`config.mk`:
```
export PLATFORM = sky130hd
export DESIGN_NAME = charger_fault_response_control
export DESIGN_NICKNAME = d
export VERILOG_FILES = /design/src/charger_fault_pkg.sv /design/src/alert_pulser.sv /design/src/charger_fault_response_control.sv
export SDC_FILE = /design/constraint.sdc
export NUM_CORES = 1
export LEC_CHECK = 0
export BUFFER_PORTS_ARGS = -buffer_cell sky130_fd_sc_hd__buf_4
export CAP_MARGIN = 30
export CORE_MARGIN = 4
export CORE_UTILIZATION = 51
export CTS_BUF_LIST = sky130_fd_sc_hd__clkbuf_4 sky130_fd_sc_hd__clkbuf_8
export DETAILED_ROUTE_END_ITERATION = 12
export GPL_TIMING_DRIVEN = 0
export HOLD_SLACK_MARGIN = 0.1
export PLACE_DENSITY = 0.85
export SLEW_MARGIN = 20
export SYNTH_ARGS = -nofsm -noshare
export SYNTH_HDL_FRONTEND = slang
export SYNTH_SLANG_ARGS = --single-unit
```
`constraint.sdc`:
```
create_clock -name sys_clk -period 2.3 [get_ports sys_clk]
set_clock_uncertainty 0.2 [all_clocks]
set_input_delay 0.23 -clock sys_clk [delete_from_list [all_inputs] [get_ports sys_clk]]
set_output_delay 0.23 -clock sys_clk [all_outputs]
set_load 0.05 [all_outputs]
```
`src/charger_fault_pkg.sv`:
```
package charger_fault_pkg;
    // charge-state field encodings
    localparam logic [1:0] CHG_READY = 2'h0;
    localparam logic [1:0] CHG_IN_PROGRESS = 2'h1;
    localparam logic [1:0] CHG_DONE = 2'h2;
    localparam logic [1:0] CHG_FAULT = 2'h3;
    // thermistor zone codes, as reported by the sensing front end
    localparam logic [2:0] ZONE_NORMAL = 3'h0;
    localparam logic [2:0] ZONE_COLD = 3'h1;
    localparam logic [2:0] ZONE_COOL = 3'h2;
    localparam logic [2:0] ZONE_WARM = 3'h3;
    localparam logic [2:0] ZONE_HOT = 3'h4;
    // warm-zone regulation offset
    localparam int WARM_DROP_MV = 140;
    // alert pulse timing
    localparam int CLK_PERIOD_NS = 10;
    localparam int ALERT_PULSE_US = 128;
    localparam int ALERT_PULSE_CYCLES = (ALERT_PULSE_US * 1000) / CLK_PERIOD_NS;
    localparam int ALERT_CNT_W = 15;
    localparam logic [ALERT_CNT_W-1:0] ALERT_CNT_ZERO = 15'h0000;
    localparam logic [ALERT_CNT_W-1:0] ALERT_CNT_ONE = 15'h0001;
endpackage

```
`src/alert_pulser.sv`:
```
module alert_pulser
    import charger_fault_pkg::*;
#(
    parameter int PULSE_CYCLES = ALERT_PULSE_CYCLES
) (
    // clock and reset
    input wire logic sys_clk,
    input wire logic rst_n,
    // request and output
    input wire logic trigger,
    output logic alertPulse
);
    typedef struct packed {
        logic [ALERT_CNT_W-1:0] cnt;
        logic pulse;
    } pulser_t;

    pulser_t state_q;
    pulser_t state_d;

    // a trigger during a running pulse is merged: one pulse per burst, never stretched
    always_comb begin
        state_d = state_q;
        if (state_q.pulse) begin
            if (state_q.cnt == ALERT_CNT_ONE) begin
                state_d.pulse = 1'b0;
                state_d.cnt = ALERT_CNT_ZERO;
            end else begin
                state_d.cnt = state_q.cnt - ALERT_CNT_ONE;
            end
        end else if (trigger) begin
            state_d.pulse = 1'b1;
            state_d.cnt = ALERT_CNT_W'(PULSE_CYCLES);
        end
    end

    always_ff @(posedge sys_clk or negedge rst_n) begin
        if (!rst_n) begin
            state_q <= '0;
        end else begin
            state_q <= state_d;
        end
    end

    assign alertPulse = state_q.pulse;
endmodule

```
`src/charger_fault_response_control.sv`:
```
// Summary of operation
// input overvoltage: flag, fault state, alert, no supply ok, charger and sensing off
// input undervoltage: flag, fault state, alert, no supply ok, charger and sensing off
// input current clamp: charge on with clamped input, in progress, alert
// input voltage regulation: flag, fault state, alert, charge with reduced input
// safety timer expiry: timer flag, fault state, alert, charger and sensing off
// cold or hot zone: record zone, fault state, alert, charger off
// cool zone: record cool, fault state, alert, charge current halved
// warm zone: record warm, fault state, alert, regulation voltage lowered 140 mV
// charge done: done state, alert, charger off, watch recharge threshold
// each alert is one active pulse of 128 us
// concurrent conditions: disabled beats reduced, reduced beats enabled, per output
module charger_fault_response_control
    import charger_fault_pkg::*;
#(
    parameter int PULSE_CYCLES = ALERT_PULSE_CYCLES
) (
    // clock and reset
    input wire logic sys_clk,
    input wire logic rst_n,
    // condition inputs from analog supervisors
    input wire logic inputOvervoltage,
    input wire logic inputUndervoltage,
    input wire logic inputCurrentClamp,
    input wire logic inputVoltageRegulation,
    input wire logic safetyTimerExpired,
    input wire logic chargeComplete,
    input wire logic [2:0] thermistorZone,
    // configured enables
    input wire logic sysRailEnableCfg,
    input wire logic loadOutputEnableCfg,
    // status
    output logic [1:0] chargeState,
    output logic input_overvoltage_flag,
    output logic input_undervoltage_flag,
    output logic input_voltage_regulation_flag,
    output logic safetyTimerFault,
    output logic [2:0] thermistor_zone_fault,
    output logic supply_ok_output,
    // alert to host
    output logic alertPulse,
    // power path controls
    output logic chargerEnable,
    output logic inputCurrentClamped,
    output logic inputCurrentReduced,
    output logic chargeCurrentHalved,
    output logic regulationVoltageLowered,
    output logic rechargeWatch,
    output logic thermistorSenseEnable,
    output logic sysRailEnable,
    output logic sysRailFromBattery,
    output logic loadOutputEnable,
    output logic loadOutputFromBattery
);
    typedef struct packed {
        logic [1:0] chg;
        logic ov;
        logic uv;
        logic vreg;
        logic tmr;
        logic [2:0] zone;
        logic pg;
        logic chgEn;
        logic clamp;
        logic reduce;
        logic half;
        logic lower;
        logic watch;
        logic tsEn;
        logic sysEn;
        logic sysBat;
        logic lsEn;
        logic lsBat;
        logic [6:0] evPrev;
    } ctl_t;

    ctl_t state_q;
    ctl_t state_d;
    logic coldHot;
    logic cool;
    logic warm;
    logic [6:0] events;
    logic alertTrig;

    assign coldHot = (thermistorZone == ZONE_COLD) || (thermistorZone == ZONE_HOT);
    assign cool = (thermistorZone == ZONE_COOL);
    assign warm = (thermistorZone == ZONE_WARM);
    assign events = {chargeComplete, warm, cool, coldHot, safetyTimerExpired,
                     inputVoltageRegulation | inputCurrentClamp,
                     inputOvervoltage | inputUndervoltage};
    // alert fires on the rising edge of any event bit (over/undervoltage share one, as do regulation and clamp) so a held level alerts once
    assign alertTrig = |(events & ~state_q.evPrev);

    ////////////////////////////////////////////////////////////////////////////////
    always_comb begin
        logic vinBad;
        logic faultAny;
        vinBad = 1'b0;
        faultAny = 1'b0;
        state_d = state_q;
        vinBad = inputOvervoltage | inputUndervoltage;
        faultAny = vinBad | inputVoltageRegulation | safetyTimerExpired
                   | coldHot | cool | warm;
        state_d.evPrev = events;
        state_d.ov = inputOvervoltage;
        state_d.uv = inputUndervoltage;
        state_d.vreg = inputVoltageRegulation;
        state_d.tmr = safetyTimerExpired;
        state_d.zone = (coldHot | cool | warm) ? thermistorZone : ZONE_NORMAL;
        state_d.pg = !vinBad;
        // fault outranks done and in-progress in the status field
        if (faultAny) begin
            state_d.chg = CHG_FAULT;
        end else if (chargeComplete) begin
            state_d.chg = CHG_DONE;
        end else if (inputCurrentClamp) begin
            state_d.chg = CHG_IN_PROGRESS;
        end else begin
            state_d.chg = CHG_READY;
        end
        // disabled wins over any reduction
        state_d.chgEn = !(vinBad | safetyTimerExpired | coldHot | chargeComplete);
        state_d.clamp = state_d.chgEn & inputCurrentClamp;
        state_d.reduce = state_d.chgEn & inputVoltageRegulation;
        state_d.half = state_d.chgEn & cool;
        state_d.lower = state_d.chgEn & warm;
        state_d.watch = chargeComplete & !vinBad;
        state_d.tsEn = !(vinBad | safetyTimerExpired);
        // on a bad input the rails are held up from the battery
        state_d.sysEn = vinBad | sysRailEnableCfg;
        state_d.sysBat = vinBad;
        state_d.lsEn = vinBad | loadOutputEnableCfg;
        state_d.lsBat = vinBad;
    end

    always_ff @(posedge sys_clk or negedge rst_n) begin
        if (!rst_n) begin
            state_q <= '0;
        end else begin
            state_q <= state_d;
        end
    end

    alert_pulser #(
        .PULSE_CYCLES(PULSE_CYCLES)
    ) u_alert (
        .sys_clk(sys_clk),
        .rst_n(rst_n),
        .trigger(alertTrig),
        .alertPulse(alertPulse)
    );

    assign chargeState = state_q.chg;
    assign input_overvoltage_flag = state_q.ov;
    assign input_undervoltage_flag = state_q.uv;
    assign input_voltage_regulation_flag = state_q.vreg;
    assign safetyTimerFault = state_q.tmr;
    assign thermistor_zone_fault = state_q.zone;
    assign supply_ok_output = state_q.pg;
    assign chargerEnable = state_q.chgEn;
    assign inputCurrentClamped = state_q.clamp;
    assign inputCurrentReduced = state_q.reduce;
    assign chargeCurrentHalved = state_q.half;
    assign regulationVoltageLowered = state_q.lower;
    assign rechargeWatch = state_q.watch;
    assign thermistorSenseEnable = state_q.tsEn;
    assign sysRailEnable = state_q.sysEn;
    assign sysRailFromBattery = state_q.sysBat;
    assign loadOutputEnable = state_q.lsEn;
    assign loadOutputFromBattery = state_q.lsBat;
endmodule

```
==> metrics.yaml, run 1 <==
vias: 1586
dpl.hpwl_um: 2780
critical_path.max_fanout: 9
crit-reg2reg-capture: "u_alert.state_q[15]"
max-slew-margin-rel: 0.508
required_ns: 2.40
insertion_delay_ns: 0.36
fp.coreArea_mm2: 0.00342
seq_area_frac_synth: 0.559
power_leakage_uw: 0.00116
final-setup-viol-count: 0
ys_types: 41
slew_viol_final: 0
crit_buf_inv: 1
wl_per_cell_um: 16.1
r2r_setup_slack_ns: 0.08
layout_setup_ws_ns: 0.0828
avgSynthCellArea_um2: 10.7
port_buffers: 34
cp-end-kind: "register"
antenna_found_initial: 0
status: "finished clean"
cp_top_family: "simple AND/OR/NAND/NOR gates"
hold_violations: 0
grt_pass1_vias: 1560
cts_made_buffers: 5
finalCriticalPeriod_ns: 2.22
dp_worst_setup_slack_ns: -0.0179
grt_max_degree: 42
grt_pass1_wl_um: 7560
grt_use_total: 0.227
place_congestion: 0.838
maxCapViolations: 0
h-tree-depth: 2
power_per_cell_area_mw_per_mm2: 568
path_clk_slew_ns: 0.12
grt_overflow: 0
hold_class: "primary input to async pin"
cts.sinks: 41
tightest_slew_ns: 0.737
synth-warning-count: 0
fp-row-count: 21
die-area_mm2: 0.00462
fp.dieW_um: 68.0
mostFrequentLayoutCells: "41 x buf_4, 41 x dfrtp_1, 21 x dlygate4sd3_1"
cts_tree: "built"
n_antenna_cell: 0
rsz0062_at_grt: "no"
synth_async_sr_flop_share: 1.00
slowest_delay_ns: 0.63
clk_path_buf_depth: 2
peakVddDrop_v: 0.000457
detail-route-antenna-nets: 0
synthesis.area_mm2: 0.00183
cp_cell_sequence: "nor4_4 > buf_4 > nand4_1 > or4b_2 > nand3_1"
syn-num-nets: 186
routed_wl_um: 4500
max_freq_mhz: 451
ys_ff_latch: 41
drt_iter0_markers: 86
fin_cells: 280
r2r_start: "u_alert.state_q[5]"
viasPerCell: 5.66
fp.dieH_um: 68.0
area_delta_synth_final_pct: 35.5
r2r_cells: 5
first_pass_iters: 4
layout-drive-gt1-share: 0.265
synth_cells: 171
period_share: 0.964
io_pins: 35
place_inst: 251
crit_slowest_cell: "or4b_2"
synth-edff-count: 0
clockRootBuffer: "clkbuf_4"
ys.flop_type: "dfrtp_1"
cp-start-kind: "register"
cp.arrival_ns: 2.32
drc: 0
initial_core_util: 0.537
nets: 248
critical_path_class: "register to register"
## worst register-to-register path: stages, from the launching register on
cell and delay [ns]:
dfrtp_1 0.51, nor4_4 0.39, buf_4 0.20, nand4_1 0.12
or4b_2 0.63, nand3_1 0.11
## timing repair
item,in CTS,in global routing
hold endpoints to repair,65,0
buffers inserted,0,1
pin swaps,0,1
gates resized for setup,1,8
hold buffers,21,0
setup endpoints to repair,1,12
## state kept, by name, summed over array words and instances, names as in the netlist
name and flops:
inputCurrentReduced 1, inputCurrentClamped 1, input_voltage_regulation_flag 1, u_alert.alertPulse 1
thermistor_zone_fault 3, u_alert.state_q 15, state_q 7, supply_ok_output 1
sysRailEnable 1, regulationVoltageLowered 1, input_undervoltage_flag 1, chargeState 2
input_overvoltage_flag 1, thermistorSenseEnable 1, chargeCurrentHalved 1, chargerEnable 1
loadOutputEnable 1, rechargeWatch 1
## synth_stat cells (all sizes together), types with 2 or more instances
cell type | number | share of area
nor3 | 3 | 0.0082
buf | 7 | 0.027
nand2 | 3 | 0.0061
nor4b | 2 | 0.0096
ha | 2 | 0.014
and2 | 3 | 0.010
a21oi | 3 | 0.0082
o211ai | 2 | 0.0082
nor4 | 8 | 0.035
nor2 | 6 | 0.016
nor3b | 3 | 0.012
dfrtp | 41 | 0.56
or4 | 3 | 0.012
nand2b | 5 | 0.017
nand3 | 9 | 0.027
or3 | 7 | 0.024
o21ai | 6 | 0.016
clkbuf | 4 | 0.0082
o221ai | 5 | 0.024
inv | 20 | 0.041
nand4 | 10 | 0.034
a31oi | 4 | 0.014
## how the worst max path moves through the flow
| stage | from | to | slack (ns) | depth (start not counted) |
|---|---|---|---|---|
| floorplan | state_q[0] | u_alert.state_q[14] | 0.17 | 4 |
| global placement | u_alert.state_q[1] | u_alert.state_q[15] | 0.008 | 6 |
| detailed placement | u_alert.state_q[1] | u_alert.state_q[15] | -0.02 | 6 |
| CTS | u_alert.state_q[10] | u_alert.state_q[11] | 0.03 | 5 |
| global route | u_alert.state_q[2] | u_alert.state_q[15] | 0.004 | 6 |
| finish | u_alert.state_q[5] | u_alert.state_q[15] | 0.08 | 5 |
## cells by family after synthesis
logic type / count (synthesis) / synth area share
and+or+nand+nor: 67 / 0.235
AOI/OAI and AO/OA: 29 / 0.111
buffers and inverters: 31 / 0.0757
DFF: 41 / 0.559
adders and majority gates: 2 / 0.0136
muxes: 1 / 0.00546
## layer usage
metal,track usage,up-vias,share of wire
met5,0,-,0
met4,0.0794,0,0.016
met3,0.0870,8,0.072
met2,0.377,58,0.51
met1,0.268,779,0.40
li1,-,741,-
## metrics by stage
step           setup TNS, ns   util  cell area, µm²  hold WS (ns)  power [µW]
2_1_floorplan              0      -            1830        -0.266         841
3_3_place_gp               0  0.629            2150        0.0373         906
3_5_place_dp         -0.0179  0.629            2150        0.0345         909
4_1_cts                    0  0.716            2450         0.117        1420
5_1_grt                    0  0.727            2480         0.146        1470
6_report                   0  0.727            2480         0.165        1410
## power by group
group | internal (µW) | total, µW | switching (µW)
clock network | 243 | 485 | 241
logic | 70.2 | 177 | 107
registers | 739 | 748 | 8.93
## area by class of cell
cell class | count | area (µm²)
plain buffers | 10 | 61.3
fillers | 233 | 931
multi-input cells | 99 | 708
well taps | 46 | 57.6
clock buffers | 6 | 45.0
flip-flops and latches | 41 | 1030
inverters | 20 | 75.1
clock inverters | 2 | 38.8
repair buffers | 56 | 473
No activity file was read; power rests on OpenSTA's default activity.
==> run 2: changes to the inputs <==
- REMOVE_ABC_BUFFERS: default -> 1
==> metrics.yaml, run 2 (synthesized netlist as in run 1, its figures left out) <==
rsz0062_at_grt: "yes"  # was no
switching_power_uw: 369  # was 358 µW
crit-reg2reg-capture: "u_alert.state_q[15]"  # unchanged
crit_slowest_cell: "dlygate4sd3_1"  # was or4b_2
cts.sinks: 41  # unchanged
initial_core_util: 0.537  # unchanged
cts_tree: "built"  # unchanged
detail-route-antenna-nets: 0  # unchanged
fillers: 230  # was 233
cp_num_cells: 5  # unchanged
finalCriticalPeriod_ns: 2.29  # was 2.22 ns
clockPowerShare: 0.287  # was 0.344
layout_commonest_cell: "dfrtp_1"
wl_per_cell_um: 17.4  # was 16.1 µm
routed_wl_um: 4800  # was 4500 µm
clk_path_buf_depth: 2  # unchanged
fp.dieW_um: 68.0  # unchanged
critical_path.max_fanout: 5  # was 9
required_ns: 2.36  # was 2.40 ns
r2r_start: "u_alert.state_q[1]"  # was u_alert.state_q[5]
p_sw_frac: 0.285  # was 0.254
nets: 243  # was 248
grt_use_total: 0.222  # was 0.227
area_delta_synth_final_pct: 32.7  # was 35.5%
h-tree-depth: 2  # unchanged
clockRootBuffer: "clkbuf_4"  # unchanged
power_leakage_uw: 0.00113  # was 0.00116 µW
cp-endpoint: "chargeState[0]"  # was u_alert.state_q[15]
period_share: 0.997  # was 0.964
vias: 1629  # was 1586
pwr-share-comb: 0.136  # was 0.126
status: "finished clean"  # unchanged
r2r_cells: 6  # was 5
port_buffers: 34  # unchanged
crit_buf_inv: 3  # was 1
fp-row-count: 21  # unchanged
place_congestion: 0.729  # was 0.838
p_int_uw: 929  # was 1050 µW
fp.dieH_um: 68.0  # unchanged
r2r_setup_slack_ns: 0.03  # was 0.08 ns
hold_violations: 0  # unchanged
drt_iter0_markers: 170  # was 86
slowest_delay_ns: 0.63  # about the same
drc: 0  # unchanged
max_freq_mhz: 436  # was 451 MHz
cp_top_family: "buffers and inverters"  # was simple AND/OR/NAND/NOR gates
slew_viol_final: 0  # unchanged
mostFrequentLayoutCells: "41 x dfrtp_1, 39 x buf_4, 22 x dlygate4sd3_1"  # was 41 x buf_4, 41 x dfrtp_1, 21 x dlygate4sd3_1
layout-drive-gt1-share: 0.253  # was 0.265
startpoint: "inputUndervoltage"  # was u_alert.state_q[5]
critical_path_class: "primary input to register"  # was register to register
dpl.hpwl_um: 2590  # was 2780 µm
n_antenna_cell: 0  # unchanged
cp_cell_sequence: "dlygate4sd3_1 > buf_4 > or3_1 > dlygate4sd3_1 > or3_1"  # was nor4_4 > buf_4 > nand4_1 > or4b_2 > nand3_1
cts_made_buffers: 5  # unchanged
p_total_uw: 1300  # was 1410 µW
maxCapViolations: 0  # unchanged
path_clk_slew_ns: 0.13  # was 0.12 ns
final-setup-viol-count: 0  # unchanged
antenna_found_initial: 0  # unchanged
insertion_delay_ns: 0.37  # was 0.36 ns
cp-start-kind: "primary input"  # was register
max-slew-margin-rel: 0.599  # was 0.508
grt_pass1_wl_um: 7510  # was 7560 µm
fp.coreArea_mm2: 0.00342  # unchanged
viasPerCell: 5.92  # was 5.66
peakVddDrop_v: 0.000431  # was 0.000457 V
grt_overflow: 0  # unchanged
largest-register: "u_alert.state_q"  # unchanged
tightest_slew_ns: 0.602  # was 0.737 ns
io_pins: 35  # unchanged
layout_setup_ws_ns: 0.00588  # was 0.0828 ns
dp_worst_setup_slack_ns: -0.344  # was -0.0179 ns
hold_class: "primary input to async pin"  # unchanged
cp-end-kind: "register"  # unchanged
grt_pass1_vias: 1607  # was 1560
power_per_cell_area_mw_per_mm2: 533  # was 568 mW/mm²
cp.arrival_ns: 2.35  # was 2.32 ns
grt_max_degree: 42  # unchanged
die-area_mm2: 0.00462  # unchanged
largest_reg_flops: 15  # unchanged
first_pass_iters: 4  # unchanged
seq_power_share: 0.577  # was 0.531
run 2: power by group through the flow:
stage | combinational (µW) | sequential, µW | clock (µW)
detailed placement | 141 | 762 | 0
finish | 177 | 749 | 372
CTS | 167 | 748 | 377
floorplan | 26.7 | 808 | 0
global route | 189 | 751 | 417
global placement | 139 | 761 | 0
run 2: worst min path at each step:
stage	from	to	slack, ns	depth (start not counted)
3_5_place_dp	rst_n	u_alert.state_q[7]	0.03	1
6_report	rst_n	supply_ok_output	0.16	2
3_3_place_gp	rst_n	u_alert.state_q[7]	0.03	1
4_1_cts	rst_n	u_alert.state_q[7]	0.16	2
2_1_floorplan	rst_n	chargeCurrentHalved	-0.27	0
5_1_grt	rst_n	supply_ok_output	0.20	2
run 2: routing by layer:
layer / global-route usage / vias to the layer above / routed length [µm]
met2: 0.378 / 64 / 2450
met5: 0 / - / 0
met1: 0.261 / 809 / 1930
li1: - / 742 / -
met3: 0.0657 / 14 / 297
met4: 0.0918 / 0 / 120
run 2: worst register-to-register path, cell delays in order (launching register included):
cell     delay [ns]
dfrtp_1        0.44
inv_1          0.13
ha_1           0.24
nor3b_4        0.29
nand4_1        0.17
or4b_2         0.65
nand3_1        0.10
run 2: through the flow:
step	util	TNS [ns]	hold slack [ns]	std cells	area [µm²]
finish	0.713	0	0.164	275	2430
global route	0.713	-0.119	0.196	275	2430
CTS	0.697	0	0.161	272	2380
detailed placement	0.610	-2.94	0.0335	240	2080
global placement	0.610	-2.51	0.0347	240	2080
floorplan	-	-0.138	-0.266	160	1770
run 2: layout make-up:
| class | instances | area, µm² | share of cell area |
|---|---|---|---|
| repair buffers | 61 | 513 | 0.211 |
| well taps | 46 | 57.6 | 0.0236 |
| clock buffers | 5 | 37.5 | 0.0154 |
| multi-input cells | 99 | 704 | 0.289 |
| clock inverters | 3 | 21.3 | 0.00874 |
| inverters | 20 | 75.1 | 0.0308 |
| flip-flops and latches | 41 | 1030 | 0.421 |
run 2: what timing repair did:
action	4_1_cts	5_1_grt
resized for setup	1	5
endpoints found under the hold margin	66	0
pin swaps	1	1
buffers inserted	2	3
hold buffers	22	0
setup endpoints to repair	15	18
